==> src/logic/smpi_params.svh <==
`ifndef SMPI_PARAMS_SVH
`define SMPI_PARAMS_SVH

// ----------------------------------------
// buffer sizes
// ----------------------------------------
`define SMPI_RX_DEPTH 128
`define SMPI_TX_BITS 64
`define SMPI_PAYLOAD_BYTES 6

// ----------------------------------------
// reset values
// ----------------------------------------
`define SMPI_SEQ_RESET 2'h0
`define SMPI_CNT_RESET 3'h0
`define SMPI_LINK_OK_RESET 1'h1
`define SMPI_DIAG_RESET 8'h00

// ----------------------------------------
// diagnostic byte bit positions
// ----------------------------------------
`define SMPI_DIAG_OVF 0
`define SMPI_DIAG_FRAME 1
`define SMPI_DIAG_HSHAKE 2
`define SMPI_DIAG_HW 3
`define SMPI_DIAG_PRM 4

`endif

==> src/logic/smpi_pkg.sv <==
package smpi_pkg;

	// status byte, byte 0 of the input image
	typedef struct packed {
		logic link_ok;
		logic [1:0] out_seq_echo;
		logic [1:0] in_seq_count;
		logic [2:0] in_valid_bytes;
	} smpi_status_t;

	// control byte, byte 0 of the output image
	typedef struct packed {
		logic link_ok_reset;
		logic [1:0] out_seq_count;
		logic [1:0] in_seq_echo;
		logic [2:0] out_valid_bytes;
	} smpi_ctl_t;

	// clear byte, byte 1 of the output image
	typedef struct packed {
		logic [5:0] unused;
		logic transmit_clear_request;
		logic receive_clear_request;
	} smpi_clr_t;

	typedef struct packed {
		logic [47:0] payload;
		logic [7:0] diag;
		smpi_status_t status;
	} smpi_in_image_t;

	typedef struct packed {
		logic [47:0] payload;
		smpi_clr_t clr;
		smpi_ctl_t ctl;
	} smpi_out_image_t;

	typedef enum logic {ST_IDLE, ST_FILL} smpi_state_t;

endpackage

==> src/logic/smpi_rx_fifo.sv <==
`timescale 1ns/1ps
`include "smpi_params.svh"

module smpi_rx_fifo #(
	parameter int DEPTH = `SMPI_RX_DEPTH
) (
	input wire logic sys_clk,
	input wire logic rst,
	input wire logic clear,
	input wire logic push_valid,
	input wire logic [7:0] push_data,
	input wire logic pop_ready,
	output logic pop_valid,
	output logic [7:0] pop_data,
	output logic overflow
);
	localparam int AW = $clog2(DEPTH);

	logic [7:0] mem [DEPTH];
	logic [AW-1:0] wr_ff;
	logic [AW-1:0] rd_ff;
	logic [AW:0] cnt_ff;
	wire full = (cnt_ff == (AW+1)'(DEPTH));
	wire do_pop = pop_ready & pop_valid & ~clear;
	wire do_push = push_valid & ~clear & (~full | do_pop);

	// ----------------------------------------
	// status toward the segment builder
	// ----------------------------------------
	assign pop_valid = (cnt_ff != '0);
	assign pop_data = mem[rd_ff];
	// a byte that finds no room is lost; only the flag remembers it
	assign overflow = push_valid & ~clear & full & ~do_pop;

	// storage has no reset, only pointers do
	always_ff @(posedge sys_clk)
	begin
		if (do_push)
			mem[wr_ff] <= push_data;
	end

	// pointers; clearing wins over a push in the same cycle
	always_ff @(posedge sys_clk or posedge rst)
	begin
		if (rst)
		begin
			wr_ff <= '0;
			rd_ff <= '0;
			cnt_ff <= '0;
		end
		else if (clear)
		begin
			wr_ff <= '0;
			rd_ff <= '0;
			cnt_ff <= '0;
		end
		else
		begin
			wr_ff <= wr_ff + AW'(do_push);
			rd_ff <= rd_ff + AW'(do_pop);
			cnt_ff <= cnt_ff + (AW+1)'(do_push) - (AW+1)'(do_pop);
		end
	end
endmodule

==> src/logic/smpi_tx_buf.sv <==
`timescale 1ns/1ps
`include "smpi_params.svh"

module smpi_tx_buf #(
	parameter int BITS = `SMPI_TX_BITS
) (
	input wire logic sys_clk,
	input wire logic rst,
	input wire logic clear,
	input wire logic load,
	input wire logic [47:0] load_data,
	input wire logic [2:0] load_count,
	input wire logic tx_ready,
	output logic busy,
	output logic tx_valid,
	output logic [7:0] tx_data
);
	logic [BITS-1:0] buf_ff;
	logic [3:0] left_ff;
	logic valid_ff;
	logic [3:0] nxt_left;
	logic [BITS-1:0] nxt_buf;
	wire shift = valid_ff & tx_ready;

	// ----------------------------------------
	// next state: clear, load, or shift a byte out
	// ----------------------------------------
	assign nxt_left = clear ? 4'h0 :
		load ? {1'b0, load_count} :
		shift ? left_ff - 4'h1 : left_ff;
	assign nxt_buf = load ? BITS'(load_data) :
		shift ? (buf_ff >> 8) : buf_ff;
	assign busy = (left_ff != 4'h0);
	assign tx_data = buf_ff[7:0];
	assign tx_valid = valid_ff;

	// valid kept as its own flop so the pin sees no logic
	always_ff @(posedge sys_clk or posedge rst)
	begin
		if (rst)
		begin
			buf_ff <= '0;
			left_ff <= 4'h0;
			valid_ff <= 1'b0;
		end
		else
		begin
			buf_ff <= nxt_buf;
			left_ff <= nxt_left;
			valid_ff <= (nxt_left != 4'h0);
		end
	end
endmodule

==> src/logic/smpi_top.sv <==
// Notes on behaviour
// - bytes from the field device are held in a 128-byte receive buffer and sent on in segments.
// - every input image is eight bytes: status, diagnostic flags, six payload bytes.
// - the diagnostic flag byte is always in the input image, whatever the diagnostics setting.
// - a falling edge of link_ok_reset from the controller sets link_ok back to 1, unless a fault arrives in the same cycle.
// - out_seq_echo carries the sequence count of the last output segment accepted.
// - in_seq_count on each input segment runs 00, 01, 10, 11 and wraps to 00.
// - in_valid_bytes tells how many payload bytes of the segment are valid, 1 to 6.
// - output payload goes into a 64-bit transmit buffer; the output image is eight bytes.
// - while link_ok_reset is 0, changes of the counts and the echo are ignored.
// - while link_ok_reset is 1, or as it rises, neither clear request acts.
// - receive_clear_request clears the receive buffer only while link_ok_reset is 0.
// - transmit_clear_request clears the transmit buffer, ignored while link_ok_reset is 1.
`timescale 1ns/1ps
`include "smpi_params.svh"

module smpi_top
	import smpi_pkg::*;
#(
	parameter int RX_DEPTH = `SMPI_RX_DEPTH,
	parameter int TX_BITS = `SMPI_TX_BITS
) (
	input wire logic sys_clk,
	input wire logic rst,
	input wire smpi_out_image_t out_image,
	output smpi_in_image_t in_image,
	input wire logic field_rx_valid,
	input wire logic [7:0] field_rx_data,
	input wire logic field_rx_frame_err,
	output logic field_tx_valid,
	output logic [7:0] field_tx_data,
	input wire logic field_tx_ready,
	input wire logic hardware_failure_in,
	input wire logic parameter_error_in,
	input wire logic diagnostics_blocked,
	output logic diag_msg
);
	localparam int NPAY = `SMPI_PAYLOAD_BYTES;

	// ----------------------------------------
	// helpers
	// ----------------------------------------
	function automatic logic [1:0] seq_next(input logic [1:0] s);
		seq_next = s + 2'h1;
	endfunction

	function automatic logic [47:0] put_byte(input logic [47:0] a, input logic [2:0] i,
		input logic [7:0] b);
		logic [47:0] r;
		r = a;
		r[i*8 +: 8] = b;
		put_byte = r;
	endfunction

	// ----------------------------------------
	// state
	// ----------------------------------------
	smpi_in_image_t in_image_ff;
	smpi_state_t state_ff;
	logic lor_q_ff;
	logic [1:0] ctl_seq_ff;
	logic [2:0] ctl_cnt_ff;
	logic [1:0] echo_ff;
	logic [47:0] asm_ff;
	logic [2:0] fill_ff;
	logic [7:0] diag_ff;
	logic link_ok_ff;
	logic [1:0] in_seq_ff;
	logic [1:0] out_echo_ff;
	logic [2:0] in_cnt_ff;
	logic [47:0] in_pay_ff;
	logic diag_msg_ff;

	logic rx_valid;
	logic [7:0] rx_data;
	logic rx_ovf;
	logic tx_busy;

	// ----------------------------------------
	// controller side decode
	// ----------------------------------------
	wire lor = out_image.ctl.link_ok_reset;
	wire restore = lor_q_ff & ~lor;
	// a rise implies lor is 1 now, so masking on lor also covers the edge
	wire rx_clear = out_image.clr.receive_clear_request & ~lor;
	wire tx_clear = out_image.clr.transmit_clear_request & ~lor;
	wire ack_ok = (echo_ff == in_seq_ff);
	// new output segment recognised by a fresh sequence count
	wire accept = (ctl_seq_ff != out_echo_ff) & ~tx_busy & ~tx_clear;
	wire hs_err = accept & (ctl_seq_ff != seq_next(out_echo_ff));

	// ----------------------------------------
	// segment builder decode
	// ----------------------------------------
	wire filling = (state_ff == ST_FILL) & ~rx_clear;
	wire room = (fill_ff < 3'(NPAY));
	wire pop = filling & rx_valid & room;
	wire publish = filling & (~room | ~rx_valid);
	wire start = (state_ff == ST_IDLE) & ack_ok & rx_valid & ~rx_clear;

	// ----------------------------------------
	// diagnostics and link state
	// ----------------------------------------
	logic [7:0] new_diag;
	always_comb
	begin
		new_diag = 8'h00;
		new_diag[`SMPI_DIAG_OVF] = rx_ovf;
		new_diag[`SMPI_DIAG_FRAME] = field_rx_frame_err;
		new_diag[`SMPI_DIAG_HSHAKE] = hs_err;
		new_diag[`SMPI_DIAG_HW] = hardware_failure_in;
		new_diag[`SMPI_DIAG_PRM] = parameter_error_in;
	end
	wire disturb = (new_diag != 8'h00);
	// a fresh fault beats the restore edge in the same cycle
	wire [7:0] nxt_diag = (restore ? 8'h00 : diag_ff) | new_diag;
	wire nxt_link_ok = disturb ? 1'b0 : (restore ? 1'b1 : link_ok_ff);
	wire nxt_diag_msg = link_ok_ff & disturb & ~diagnostics_blocked;

	// ----------------------------------------
	// next values of the published image
	// ----------------------------------------
	wire [1:0] nxt_in_seq = publish ? seq_next(in_seq_ff) : in_seq_ff;
	wire [2:0] nxt_in_cnt = publish ? fill_ff : in_cnt_ff;
	wire [47:0] nxt_in_pay = publish ? asm_ff : in_pay_ff;
	wire [1:0] nxt_out_echo = accept ? ctl_seq_ff : out_echo_ff;
	smpi_in_image_t nxt_in_image;
	always_comb
	begin
		nxt_in_image.payload = nxt_in_pay;
		nxt_in_image.diag = nxt_diag;
		nxt_in_image.status.link_ok = nxt_link_ok;
		nxt_in_image.status.out_seq_echo = nxt_out_echo;
		nxt_in_image.status.in_seq_count = nxt_in_seq;
		nxt_in_image.status.in_valid_bytes = nxt_in_cnt;
	end

	assign in_image = in_image_ff;
	assign diag_msg = diag_msg_ff;

	// ----------------------------------------
	// receive buffer and transmit buffer
	// ----------------------------------------
	smpi_rx_fifo #(.DEPTH(RX_DEPTH)) u_rx (
		.sys_clk(sys_clk),
		.rst(rst),
		.clear(rx_clear),
		.push_valid(field_rx_valid),
		.push_data(field_rx_data),
		.pop_ready(pop),
		.pop_valid(rx_valid),
		.pop_data(rx_data),
		.overflow(rx_ovf)
	);

	// payload loaded with its own count; the count is latched, the data is live
	smpi_tx_buf #(.BITS(TX_BITS)) u_tx (
		.sys_clk(sys_clk),
		.rst(rst),
		.clear(tx_clear),
		.load(accept),
		.load_data(out_image.payload),
		.load_count(ctl_cnt_ff),
		.tx_ready(field_tx_ready),
		.busy(tx_busy),
		.tx_valid(field_tx_valid),
		.tx_data(field_tx_data)
	);

	// controller fields taken only while link_ok_reset is high
	always_ff @(posedge sys_clk or posedge rst)
	begin
		if (rst)
		begin
			lor_q_ff <= 1'b0;
			ctl_seq_ff <= `SMPI_SEQ_RESET;
			ctl_cnt_ff <= `SMPI_CNT_RESET;
			echo_ff <= `SMPI_SEQ_RESET;
		end
		else
		begin
			lor_q_ff <= lor;
			if (lor)
			begin
				ctl_seq_ff <= out_image.ctl.out_seq_count;
				ctl_cnt_ff <= out_image.ctl.out_valid_bytes;
				echo_ff <= out_image.ctl.in_seq_echo;
			end
		end
	end

	// segment builder: pops up to six bytes, then publishes
	always_ff @(posedge sys_clk or posedge rst)
	begin
		if (rst)
		begin
			state_ff <= ST_IDLE;
			asm_ff <= '0;
			fill_ff <= `SMPI_CNT_RESET;
		end
		else
		begin
			case (state_ff)
				ST_IDLE:
				begin
					fill_ff <= `SMPI_CNT_RESET;
					asm_ff <= '0;
					if (start)
						state_ff <= ST_FILL;
				end
				ST_FILL:
				begin
					if (rx_clear | publish)
						state_ff <= ST_IDLE;
					if (pop)
					begin
						asm_ff <= put_byte(asm_ff, fill_ff, rx_data);
						fill_ff <= fill_ff + 3'h1;
					end
				end
				default:
					state_ff <= ST_IDLE;
			endcase
		end
	end

	// published image and link status
	always_ff @(posedge sys_clk or posedge rst)
	begin
		if (rst)
		begin
			link_ok_ff <= `SMPI_LINK_OK_RESET;
			diag_ff <= `SMPI_DIAG_RESET;
			in_seq_ff <= `SMPI_SEQ_RESET;
			out_echo_ff <= `SMPI_SEQ_RESET;
			in_cnt_ff <= `SMPI_CNT_RESET;
			in_pay_ff <= '0;
			in_image_ff <= '0;
			diag_msg_ff <= 1'b0;
		end
		else
		begin
			link_ok_ff <= nxt_link_ok;
			diag_ff <= nxt_diag;
			in_seq_ff <= nxt_in_seq;
			out_echo_ff <= nxt_out_echo;
			in_cnt_ff <= nxt_in_cnt;
			in_pay_ff <= nxt_in_pay;
			in_image_ff <= nxt_in_image;
			diag_msg_ff <= nxt_diag_msg;
		end
	end
endmodule

==> config.mk <==
export PLATFORM = sky130hd
export DESIGN_NAME = smpi_top
export DESIGN_NICKNAME = d
export VERILOG_FILES = /design/src/logic/smpi_pkg.sv /design/src/logic/smpi_rx_fifo.sv /design/src/logic/smpi_tx_buf.sv /design/src/logic/smpi_top.sv
export VERILOG_INCLUDE_DIRS = /design/src /design/src/logic
export SDC_FILE = /design/constraint.sdc
export NUM_CORES = 1
export LEC_CHECK = 0
export ABC_AREA = 1
export BUFFER_PORTS_ARGS = -buffer_cell sky130_fd_sc_hd__clkbuf_2
export CAP_MARGIN = 20
export CORE_MARGIN = 2
export CORE_UTILIZATION = 45
export DETAILED_ROUTE_END_ITERATION = 6
export PLACE_DENSITY_LB_ADDON = 0.1
export SETUP_SLACK_MARGIN = 0.05
export SYNTH_ARGS = -nofsm -noshare
export SYNTH_HDL_FRONTEND = slang
export SYNTH_SLANG_ARGS = --single-unit
==> constraint.sdc <==
create_clock -name sys_clk -period 18.8 [get_ports sys_clk]
set_input_delay 3.76 -clock sys_clk [delete_from_list [all_inputs] [get_ports sys_clk]]
set_output_delay 3.76 -clock sys_clk [all_outputs]
set_load 0.01 [all_outputs]
Word-level counts from Yosys, hierarchy flattened

Memory sizes are Yosys's and may differ from the RTL's.
Cells that the tools add are included.

Register bits after elaboration: 217
Latch bits: 0
RAM bits: 1024
Memory bits (read-only): 0
Input bits: 80
Output and inout bits: 74
Memories: 1

$add $sub $neg: 9
Multipliers: 0
Div/mod/pow operators: 0
Magnitude comparators: 1
Eq/ne operators: 5
Shifts and indexed selects: 2
Multiplexer cells: 21
Bitwise gates (word level): 36
Reduce and logical (&&, ||, !) cells: 5

Memory list:

| name     | depth | width | rd ports | clocked after Yosys merged registers in | write ports | line               | source |
|---|---|---|---|---|---|---|---|
| u_rx.mem | 128   | 8     | 1        | 0                                       | 1           | smpi_rx_fifo.sv:19 | `logic [7:0] mem [DEPTH];` |

Operators by type and width:

| cell                                                                    | number |
|---|---|
| 64-bit 2-to-1 mux                                                       | 2 |
| 48-bit case mux with 2 select lines                                     | 1 |
| 48-bit bitwise mux                                                      | 1 |
| 48-bit 2-to-1 mux                                                       | 1 |
| 8-bit by 34-bit variable shift with 48-bit output, first input constant | 1 |
| 8-bit by 34-bit variable part select with 48-bit output                 | 1 |
| 6-bit negator with 34-bit output                                        | 1 |
| 1-bit bitwise AND                                                       | 22 |
| 8-bit 2-to-1 mux                                                        | 2 |
| 8-bit nonzero test                                                      | 2 |
| 7-bit by 1-bit adder with 7-bit output                                  | 2 |
| 7-bit 2-to-1 mux                                                        | 2 |
| 4-bit 2-to-1 mux                                                        | 3 |
| 1-bit NOT                                                               | 10 |
| 8-bit by 1-bit adder with 8-bit output                                  | 1 |
| 8-bit == test, second input constant                                    | 1 |
| 8-bit by 5-bit bitwise OR with 8-bit output                             | 1 |
| 4-bit nonzero test                                                      | 2 |
| 8-bit by 1-bit subtractor with 8-bit output                             | 1 |
| 1-bit 2-to-1 mux                                                        | 6 |
| 3-bit case mux with 2 select lines                                      | 1 |
| 2-bit by 1-bit adder with 2-bit output, second input constant           | 2 |
| 2-bit != test                                                           | 2 |
| 4-bit by 1-bit subtractor with 4-bit output, second input constant      | 1 |
| other kinds (8)                                                         | 10 |

Longest topological paths before layout

Gate-level depths: netlist of the first run.

Word-level depth: 13
Depth in mapped cells: 22
Gate-level depth less buffers: 21

Cells and area by module

A second synthesis of the first run with hierarchy kept.

Cells, all modules: 4972
Area, all modules: 52081.2 um^2

By module, submodules not included:

| module       | times used | cells each | area each (um^2) |
|---|---|---|---|
| smpi_rx_fifo | 1          | 4071       | 44067.3 |
| smpi_top     | 1          | 623        | 5461.5 |
| smpi_tx_buf  | 1          | 278        | 2552.4 |

Worst setup path before layout of the first run

OpenSTA, ideal clock, no wires.

Path type: input-to-reg
From: input port out_image[7] (netlist name)
To: register u_rx.cnt_ff[6]
Library setup time: 124 ps
Data arrival time: 5904 ps
Required time: 18676 ps
Path slack: 12772 ps
Stages on the path: 19
Path buffers: 1
Cells stage by stage: inv_1 nand2_1 nand3_1 buf_2 inv_1 ha_1 inv_1 ha_1 fa_1 nand2_1 inv_1 nor2_1 nor2_1 nor2_1 nor2_1 nor2_1 o21bai_1 o21ai_0 a21oi_1

Word-level cells in the longest chain between the ends: 13
Elaborated cells between the ends (all ways): 14

RTL lines:

| element                                     | line                                                   | source |
|---|---|---|
| start: declaration                          | smpi_top.sv:25                                         | `input wire smpi_out_image_t out_image,` |
| 1-bit NOT (*)                               | smpi_top.sv:85                                         | `wire rx_clear = out_image.clr.receive_clear_request & ~lor;` |
| 1-bit bitwise AND (*)                       | smpi_top.sv:85                                         |  |
| 1-bit NOT                                   | smpi_rx_fifo.sv:24, smpi_rx_fifo.sv:25, smpi_top.sv:95 |  |
| 1-bit bitwise AND                           | smpi_top.sv:95                                         | `wire filling = (state_ff == ST_FILL) & ~rx_clear;` |
| 1-bit bitwise AND (2 in series)             | smpi_top.sv:97                                         | `wire pop = filling & rx_valid & room;` |
| 1-bit bitwise AND (2 in series)             | smpi_rx_fifo.sv:24                                     | `wire do_pop = pop_ready & pop_valid & ~clear;` |
| 1-bit bitwise OR                            | smpi_rx_fifo.sv:25                                     | `wire do_push = push_valid & ~clear & (~full \| do_pop);` |
| 1-bit bitwise AND                           | smpi_rx_fifo.sv:25                                     |  |
| 8-bit by 1-bit adder with 8-bit output      | smpi_rx_fifo.sv:61                                     | `cnt_ff <= cnt_ff + (AW+1)'(do_push) - (AW+1)'(do_pop);` |
| 8-bit by 1-bit subtractor with 8-bit output | smpi_rx_fifo.sv:61                                     |  |
| 8-bit 2-to-1 mux (*)                        | smpi_rx_fifo.sv:51                                     | `else if (clear)` |
| end signal: assignment                      | smpi_rx_fifo.sv:61                                     |  |
| end: declaration                            | smpi_rx_fifo.sv:22                                     | `logic [AW:0] cnt_ff;` |

Mark *: on every way between the ends. The rest lies on a longest branch, timed or not.
A chain may end at the register's enable or synchronous reset.

Final worst setup path of the first run

From: input port out_image[7] (netlist name)
To: memory u_rx.mem[52][5] (enable)

Word-level cells in the longest chain between the ends: 12
Elaborated cells between the ends (all ways): 13

RTL lines:

| element                                    | line                                                   | source |
|---|---|---|
| 1-bit NOT (*)                              | smpi_top.sv:85                                         |  |
| 1-bit bitwise AND (*)                      | smpi_top.sv:85                                         |  |
| 1-bit NOT (*)                              | smpi_rx_fifo.sv:24, smpi_rx_fifo.sv:25, smpi_top.sv:95 |  |
| 1-bit bitwise AND                          | smpi_top.sv:95                                         |  |
| 1-bit bitwise AND (2 in series)            | smpi_top.sv:97                                         |  |
| 1-bit bitwise AND (2 in series)            | smpi_rx_fifo.sv:24                                     |  |
| 1-bit bitwise OR                           | smpi_rx_fifo.sv:25                                     |  |
| 1-bit bitwise AND (*)                      | smpi_rx_fifo.sv:25                                     |  |
| 1-bit 2-to-1 mux (*)                       | smpi_rx_fifo.sv:38                                     | `if (do_push)` |
| 1-bit 2-to-1 mux (implied by the code) (*) | smpi_rx_fifo.sv:39                                     | `mem[wr_ff] <= push_data;` |
| end: declaration                           | smpi_rx_fifo.sv:19                                     |  |

Marks and branches as above.

==> impl_metrics.tcl, run 1 <==
set metrics [dict create \
    design_area_um2 57480 \
    dieArea_um2 116900 \
    layout_commonest_cell "nand2_1" \
    cp_max_fo 14 \
    drt_iter0_drc 2924 \
    grt_max_degree 175 \
    place_congestion 0.8302 \
    drive_gt1_share_pct 7.953 \
    post-route-period-util_pct 41.46 \
    ant_nets 0 \
    setup_tns_ps 0 \
    leakagePower_nw 22.83 \
    status "finished, final reports clean" \
    initial_core_util_pct 45.53 \
    fin_crit_ps 7794 \
    via_count 34120 \
    min_from "in_pay_ff[30]$_DFFE_PP0P_" \
    power_mw 7.447 \
    final.setup_skew_ps 26.89 \
    cts_tree "done" \
    max_stage_delay_ps 950 \
    worst_pin_slew_ps 1051 \
    fin_nets 5034 \
    crit_path_cell_trace "clkbuf_2 > inv_1 > nand2_1 > nand3_1 > nand2_1 > inv_1 > nor3_2 > nand4_1 > buf_4 > nor2_1" \
    min_to "in_pay_ff[30]$_DFFE_PP0P_" \
    wl_per_cell_um 20.54 \
    seqCellArea_um2 35710 \
    first_pass_iters 6 \
    cts_hold_buffers 0 \
    avgSynthCellArea_um2 10.53 \
    num-fill-cells 10170 \
    drcViolationCount 0 \
    clk_latency_ps 750 \
    syn_area_um2 51360 \
    peakVddDrop_v 0.0001508 \
    die_h_um 341.8 \
    cts_buffers 135 \
    grt_overflow 0 \
    drv_cap 0 \
    synth_top_cell_by_area "edfxtp_1" \
    reg2reg_slack_ps 14080 \
    rows 123 \
    grt_antenna_before_repair 2 \
    reg2reg_to "asm_ff[26]$_DFFE_PP0P_" \
    multi_input_area_um2 13090 \
    wl_met3_um 7315 \
    cts-root-buf "clkbuf_16" \
    worstReg2RegStart "u_rx.rd_ff[0]$_DFF_PP0_" \
    holdCritPathClass "register to register" \
    worstSetupStartpoint "out_image[7]" \
    wirelength_um 134400 \
    cp-start-kind "input pin" \
    slew_headroom_pct 29.91 \
    die_w_um 341.8 \
    crit_type "input pin to register" \
    synthTopCellsByArea "edfxtp_1 (60%), nand2_1 (12%), dfrtp_1 (9.6%)" \
    placed_area_um2 53140 \
    htreeDepth 4 \
    synth.yosys.seq_area_share_pct 69.52 \
    end_kind "register" \
    max_freq_mhz 128.3 \
    clk_pin_slew_ps 60 \
    ys_types 38 \
    grt_pass1_vias 32930 \
    core_um2 112800 \
    synth_top_area_share_pct 59.87 \
    cts_sinks 1222 \
    slew_viol_final 0 \
    top_layer "met5" \
    rsz0062_at_grt "false" \
    p_per_area_nw_per_um2 129.6 \
    grt_pass1_wl_um 203400 \
    dpl.hpwl_um 76850 \
    critPathRequiredTime_ps 19170 \
    track_usage_pct 23.02 \
    critPathBufInv 4 \
    setup_viol 0 \
    syn_inst 4877 \
    postCtsSetupBuffers 0 \
    wl_met2_um 63860 \
    routedLengthMet1_um 59450 \
    reg2reg_depth 16 \
    cts_resized 0 \
    layout_common_cells "nand2_1 (1,673), edfxtp_1 (1,024), nand3_1 (567), nor2_1 (398), inv_1 (337)" \
    hold_viol 0 \
    vias_per_cell 5.215 \
    io_pins 154 \
    synth_warnings 0 \
    cts_max_path_buffers 3 \
    cp_top_family "simple AND/OR/NAND/NOR gates" \
    ys_seq_elements 1222 \
    critPathSlowestCell "nand4_1" \
    portBuffers 144 \
    area_delta_synth_final_pct 11.92 \
    worstHoldPathCells 2 \
    arrival_ps 8160 \
]
==> kinds of logic after synthesis <==
logic type	after synthesis	synth area share, %
buffers and inverters	628	5.033
xor gates and xnor gates	6	0.1023
DFF	1222	69.52
adders and majority gates	22	0.5505
and+or+nand+nor	2694	21.31
AOI/OAI and AO/OA	304	3.479
other	1	0.007301
==> where the power goes <==
group	switching [mW]	total [mW]	internal [mW]
Clock	1.08	2.57	1.50
Sequential	0.0826	3.13	3.04
Combinational	1.28	1.75	0.465
==> cell type report <==
type	count	share of cell area (%)
Sequential cell	1222	62.13
Multi-Input combinational cell	3029	22.77
Clock buffer	176	6.491
Tap cell	1500	3.265
Inverter	352	2.338
Timing Repair Buffer	192	2.037
Clock inverter	71	0.9686
Antenna cell	1	0.004353
==> layer usage <==
layer / track usage (%) / up-vias
met5: 0 / -
met4: 7.682 / 2
met3: 3.328 / 210
met2: 37.28 / 923
met1: 32.00 / 16510
li1: - / 16480
==> sequential cells by signal (all words and copies together) (netlist names), 4 cells and up <==
| name | cells |
|---|---|
| asm_ff | 48 |
| diag_ff | 5 |
| in_pay_ff | 48 |
| u_rx.cnt_ff | 8 |
| u_rx.mem | 1024 |
| u_rx.rd_ff | 7 |
| u_rx.wr_ff | 7 |
| u_tx.buf_ff | 48 |
| u_tx.left_ff | 4 |
==> worst max path at each step <==
stage / end / slack [ps] / cells past startpoint
floorplan: asm_ff[0]$_DFFE_PP0P_ / 9640 / 1
global placement: u_rx.mem[28][4]$_DFFE_PP_ / 10330 / 10
detailed placement: u_rx.mem[52][5]$_DFFE_PP_ / 10230 / 10
CTS: u_rx.mem[28][3]$_DFFE_PP_ / 11030 / 10
global route: u_rx.mem[28][3]$_DFFE_PP_ / 10670 / 10
finish: u_rx.mem[52][5]$_DFFE_PP_ / 11010 / 10
==> cells in the mapped netlist <==
library cell,n
a2111oi_0,1
conb_1,1
buf_6,1
and2_1,1
o22ai_1,2
a211oi_1,1
inv_2,4
nand4_1,31
nand2_2,1
or3_1,1
a21boi_0,1
buf_1,27
nand3_1,567
nor2_1,398
o21ai_1,7
xnor2_1,2
buf_2,86
or2_2,1
dfrtp_1,197
xor2_1,4
nand2_1,1674
a21o_1,1
clkinv_1,7
nor4_1,5
o21bai_1,1
buf_4,30
o211ai_1,65
nor3_2,1
inv_1,341
dfstp_2,1
clkbuf_1,132
o21ai_0,123
edfxtp_1,1024
ha_1,21
a21oi_1,79
nor3_1,14
fa_1,1
o311ai_0,23
==> worst register-to-register path, cell delays in order, from the launching register on <==
cell and delay (ps):
dfrtp_4 710, inv_8 630, buf_4 580, buf_12 320
buf_4 650, nand2_1 150, nand2_1 90, nand2_1 50
a21oi_1 240, nor2_1 110, nand2_1 80, nand3_1 80
nand2_1 210, nand2_1 100, nand2_1 270, nand2_1 180
o21ai_0 200
==> stage by stage <==
step                      utilization (%)  hold WS, ps  cells  worst slack (ps)
final                               50.96        469.4   6543             11010
after global routing                50.96        486.1   6543             10670
after CTS                           50.91        472.2   6540             11030
after detailed placement            47.11        457.4   6293             10230
after global placement              47.11        456.5   6293             10330
after floorplan                         -        436.7   4879              9644
No activity file was read; power rests on OpenSTA's default activity.
==> run 2: changes to the inputs <==
--- a/config.mk
+++ b/config.mk
@@ -6,7 +6,7 @@
 export SDC_FILE = /design/constraint.sdc
 export NUM_CORES = 1
 export LEC_CHECK = 0
-export ABC_AREA = 1
+export ABC_AREA = 0
 export BUFFER_PORTS_ARGS = -buffer_cell sky130_fd_sc_hd__clkbuf_2
 export CAP_MARGIN = 20
 export CORE_MARGIN = 2
==> constraint.sdc (replaced) <==
create_clock -name sys_clk -period 7.3 [get_ports sys_clk]
set_input_delay 1.46 -clock sys_clk [delete_from_list [all_inputs] [get_ports sys_clk]]
set_output_delay 1.46 -clock sys_clk [all_outputs]
set_load 0.01 [all_outputs]
==> run 2 against run 1 <==
Net effect: sequential power increased to 2.6 times the previous value; sequential cell count unchanged; register-to-register slack got worse by 11000 ps; die area decreased by 6.0%; worst setup slack got worse by 8400 ps; count of clock-buffer cells in the layout decreased by 5; clock power increased by 150%; final cell count decreased by 34%; area after synthesis decreased by 6.0%; routed wire length decreased by 15%; via count decreased by 27%; global-route usage decreased by 2.0 points; critical endpoint is now u_rx.mem[87][6]$_DFFE_PP_; largest power group unchanged.
==> impl_metrics.tcl, run 2 <==
set metrics [dict create \
    status "finished, final reports clean" \
    slew_headroom_pct 22.03 \
    die_w_um 331.5 \
    cts_resized 0 \
    syn_inst 2666 \
    p_clk_share_pct 35.0 \
    vias_per_cell 5.762 \
    place_congestion 0.8000 \
    cts_sinks 1222 \
    grt_overflow 0 \
    p_int_mw 13.04 \
    layout_commonest_cell "edfxtp_1" \
    drive_gt1_share_pct 22.28 \
    grt_antenna_before_repair 2 \
    fin_nets 2930 \
    drt_iter0_drc 2315 \
    fin_ws_ps 2625 \
    layout_common_cells "edfxtp_1 (1,024), nor2_1 (212), dfrtp_1 (194), mux2i_1 (189), mux4_2 (188)" \
    dieArea_um2 109900 \
    grt_pass1_vias 25250 \
    synthArstFlopShare_pct 16.20 \
    switching_share_pct 27.77 \
    largest_register "u_rx.mem" \
    design_area_um2 54470 \
    end_kind "register" \
    drv_cap 0 \
    setup_viol 0 \
    cp_max_fo 19 \
    cts_buffers 131 \
    cts-root-buf "clkbuf_16" \
    synth_top_flop_cell "edfxtp_1" \
    dp_slack_ps 1853 \
    io_pins 154 \
    dpl.hpwl_um 69580 \
    clk_pin_slew_ps 60 \
    p_per_area_nw_per_um2 331.5 \
    postCtsSetupBuffers 0 \
    rsz0062_at_grt "false" \
    ant_nets 0 \
    core_um2 106800 \
    synth_warnings 0 \
    area_delta_synth_final_pct 12.87 \
    synth_top_area_share_pct 63.72 \
    initial_core_util_pct 45.21 \
    seqCellArea_um2 35710 \
    synth_top_cell_by_area "edfxtp_1" \
    synth.yosys.seq_area_share_pct 73.99 \
    wirelength_um 114800 \
    combPwrFrac_pct 20.2 \
    num-fill-cells 8678 \
    wl_per_cell_um 26.51 \
    portBuffers 144 \
    worst_pin_slew_ps 1161 \
    ys_seq_elements 1222 \
    cts_hold_buffers 0 \
    max_freq_mhz 213.9 \
    grt_max_degree 127 \
    placed_area_um2 50380 \
    rows 120 \
    cts_tree "done" \
    avgSynthCellArea_um2 18.10 \
    cp-start-kind "input pin" \
    die_h_um 331.5 \
    clk_latency_ps 730 \
    ys_types 67 \
    slew_viol_final 0 \
    final_cells 4332 \
    holdCritPathClass "register to register" \
    leakagePower_nw 18.68 \
    largest_reg_flops 1024 \
    drcViolationCount 0 \
    ys_top_cells_by_count "edfxtp_1 (1,024), nor2_1 (214), dfrtp_1 (197), mux2i_1 (189), mux4_2 (188)" \
    worstHoldPathCells 1 \
    cts_max_path_buffers 3 \
    dp.cells 4098 \
    critPathRequiredTime_ps 7640 \
    track_usage_pct 21.03 \
    postLayoutCoreUtil_pct 51.03 \
    crit_type "input pin to register" \
    yosysMostFrequentCell "edfxtp_1" \
    final.setup_skew_ps 29.73 \
    multi_input_area_um2 11660 \
    arrival_ps 5020 \
    pwr-share-seq_pct 44.8 \
    synthTopCellsByArea "edfxtp_1 (64%), dfrtp_1 (10%), mux4_2 (8.8%)" \
    setup_tns_ps 0 \
    via_count 24960 \
    syn_area_um2 48260 \
    hold_viol 0 \
    first_pass_iters 6 \
    reg2reg_depth 8 \
    peakVddDrop_v 0.0002059 \
    grt_pass1_wl_um 170400 \
    htreeDepth 4 \
    p_switching_mw 5.015 \
    post-route-period-util_pct 64.05 \
    synth_edf_count 1024 \
    fin_crit_ps 4675 \
]
-- run 2: critical path: stages --
cell and delay [ps]:
clkbuf_2 260, nor2b_2 240, a2111o_2 530, and3_2 280, nor2_1 200, and2_1 280
nand3_2 750, nor2_1 980
-- run 2: metal layers --
layer,global-route usage (%),wire length (um),vias to the layer above
met5,0,0,-
met4,6.014,2563,0
met3,4.168,7014,153
met2,33.48,54970,815
met1,29.65,50300,13080
li1,-,-,10910
-- run 2: through the flow --
| step | hold WS (ps) | power [mW] |
|---|---|---|
| 2_1_floorplan | 443.3 | 10.79 |
| 3_3_place_gp | 458.3 | 11.86 |
| 3_5_place_dp | 466.5 | 11.93 |
| 4_1_cts | 480.0 | 18.26 |
| 5_1_grt | 489.3 | 18.81 |
| 6_report | 478.5 | 18.06 |
-- run 2: kinds of logic after synthesis --
family	count (synthesis)	share of synthesized area, %
fa+ha+maj	22	0.5859
simple gates	417	3.977
flops	1222	73.99
compound gates	349	4.778
other cells	1	0.007770
buf+inv	187	1.989
xor+xnor	28	0.5082
mux	440	14.17
-- run 2: path summary, 6_finish.rpt --
| kind | startpoint | to | slack [ps] |
|---|---|---|---|
| min in group asynchronous | rst | u_tx.buf_ff[9]$_DFFE_PP0P_ | 940 |
| setup / recovery | out_image[7] | u_rx.mem[87][6]$_DFFE_PP_ | 2620 |
| max in group asynchronous | rst | asm_ff[35]$_DFFE_PP0P_ | 4900 |
| hold reg to reg | diag_ff[4]$_DFF_PP0_ | diag_ff[4]$_DFF_PP0_ | 480 |
| hold / removal | diag_ff[4]$_DFF_PP0_ | diag_ff[4]$_DFF_PP0_ | 480 |
| setup reg to reg | state_ff$_DFF_PP0_ | u_rx.mem[87][6]$_DFFE_PP_ | 3000 |
-- run 2: layout make-up --
cell class / instances / area share, %
antenna: 2 / 0.009188
clock buffer: 171 / 6.562
clock inverter: 61 / 0.9463
inverter: 29 / 0.2136
multi-input combinational: 1259 / 21.40
sequential: 1222 / 65.56
tap: 1403 / 3.223
timing repair buffer: 185 / 2.086
-- run 2: power by group through the flow --
stage                     combinational (mW)  sequential (mW)  clock [mW]
after global routing                    3.94             8.13        6.74
after global placement                  3.64             8.22           0
after CTS                               3.70             8.10        6.46
after detailed placement                3.69             8.24           0
final                                   3.64             8.09        6.32
after floorplan                         2.67             8.12           0
==> run 3: changes to the inputs <==
==> constraint.sdc (replaced) <==
create_clock -name sys_clk -period 4.45 [get_ports sys_clk]
set_input_delay 0.89 -clock sys_clk [delete_from_list [all_inputs] [get_ports sys_clk]]
set_output_delay 0.89 -clock sys_clk [all_outputs]
set_load 0.01 [all_outputs]
==> run 3 against run 2 <==
Net effect: routed wire length increased by 3.1%; sequential share of layout area decreased by 1.9 points; die area unchanged; register-to-register slack got worse by 2500 ps; clock skew decreased by 7.1 ps; critical endpoint is now asm_ff[29]$_DFFE_PP0P_; largest power group unchanged.
==> impl_metrics.tcl, run 3 (synthesis gave the netlist of run 2 again) <==
set metrics [dict create \
    num-fill-cells 8490 \
    initial_core_util_pct 45.21 \
    critPathSlowestCell "dfrtp_4" \
    drcViolationCount 0 \
    layout_commonest_cell "edfxtp_1" \
    cts_resized 0 \
    wirelength_um 118400 \
    diodes 0 \
    die_h_um 331.5 \
    clk_pin_slew_ps 60 \
    status "finished, final reports clean" \
    peakVddDrop_v 0.0004099 \
    cp_top_family "simple AND/OR/NAND/NOR gates" \
    slew_viol_final 0 \
    slew_headroom_pct 24.75 \
    fin_crit_ps 3928 \
    fin_nets 3103 \
    largest_register "u_rx.mem" \
    postCtsSetupBuffers 0 \
    rows 120 \
    seqCellArea_um2 35710 \
    dpl.hpwl_um 73660 \
    cp_max_fo 36 \
    grt_max_degree 199 \
    dieArea_um2 109900 \
    cp-start-kind "register" \
    end_kind "register" \
    place_congestion 0.7736 \
    cts_sinks 1222 \
    drive_gt1_share_pct 26.47 \
    portBuffers 144 \
    critPathBufInv 2 \
    crit_path_cell_trace "nand3b_1 > buf_12 > buf_4 > o221ai_1 > a21oi_1 > a22o_1 > o22ai_1 > nor3_1 > o21ai_0" \
    placed_area_um2 51690 \
    setup_viol 0 \
    cts_tree "done" \
    dp_slack_ps 517.0 \
    via_count 25610 \
    track_usage_pct 21.66 \
    layout_common_cells "edfxtp_1 (1,024), nor2_1 (212), buf_4 (203), dfrtp_1 (194), mux2i_1 (189)" \
    design_area_um2 56090 \
    grt_antenna_before_repair 0 \
    holdCritPathClass "input pin to register" \
    htreeDepth 4 \
    grt_pass1_vias 26330 \
    wl_per_cell_um 26.28 \
    postLayoutCoreUtil_pct 52.54 \
    power_mw 30.30 \
    grt_overflow 0 \
    setup_tns_ps 0 \
    cts_hold_buffers 0 \
    ant_nets 0 \
    max_stage_delay_ps 860 \
    cts_buffers 133 \
    drt_iter0_drc 2190 \
    max_freq_mhz 254.6 \
    p_per_area_nw_per_um2 540.2 \
    leakagePower_nw 19.71 \
    cts-root-buf "clkbuf_16" \
    fin_ws_ps 522.1 \
    die_w_um 331.5 \
    critPathRequiredTime_ps 5000 \
    largest_reg_flops 1024 \
    area_delta_synth_final_pct 16.21 \
    first_pass_iters 7 \
    core_um2 106800 \
    drv_cap 0 \
    post-route-period-util_pct 88.27 \
    cts_max_path_buffers 3 \
    arrival_ps 4480 \
    multi_input_area_um2 11640 \
    vias_per_cell 5.684 \
    clk_latency_ps 740 \
    crit_type "register to register" \
    grt_pass1_wl_um 175300 \
    final.setup_skew_ps 22.59 \
    worst_pin_slew_ps 1129 \
    rsz0062_at_grt "false" \
    hold_viol 0 \
    io_pins 154 \
]
run 3: worst paths after layout:
path	cells after the start	slack (ps)	startpoint	to
max in group asynchronous	3	3120	rst	asm_ff[47]$_DFFE_PP0P_
max	9	520	u_rx.rd_ff[1]$_DFF_PP0_	asm_ff[29]$_DFFE_PP0P_
min reg2reg	1	480	diag_ff[2]$_DFF_PP0_	diag_ff[2]$_DFF_PP0_
min in group asynchronous	3	480	rst	echo_ff[1]$_DFFE_PP0P_
min	2	320	diagnostics_blocked	diag_msg$_DFF_PP0_
max reg2reg	9	520	u_rx.rd_ff[1]$_DFF_PP0_	asm_ff[29]$_DFFE_PP0P_
run 3: cell type report:
cell class,instances,area share (%)
sequential,1222,63.68
clock buffer,181,6.608
tap,1403,3.130
multi-input combinational,1259,20.75
clock inverter,55,1.084
timing repair buffer,356,4.549
inverter,29,0.2008
run 3: routing by layer:
layer | GRT usage [%] | vias up | part of all wire, %
met5 | 0 | - | 0
met4 | 5.722 | 0 | 1.9
met3 | 4.034 | 143 | 6.0
met2 | 34.69 | 879 | 48
met1 | 30.73 | 13330 | 44
li1 | - | 11250 | -
run 3: power by group:
group | switching (mW) | leakage (nW) | internal (mW) | total (mW)
registers | 0.402 | 11.8 | 12.9 | 13.3
logic | 3.47 | 5.83 | 2.65 | 6.12
clock network | 4.41 | 2.10 | 6.48 | 10.9
total | 8.29 | 19.7 | 22.0 | 30.3
run 3: per-stage QoR:
stage / instances / hold WS (ps)
2_1_floorplan: 2668 / 443.3
3_3_place_gp: 4265 / 456.7
3_5_place_dp: 4266 / 465.8
4_1_cts: 4502 / 272.3
5_1_grt: 4505 / 297.1
6_report: 4505 / 323.8
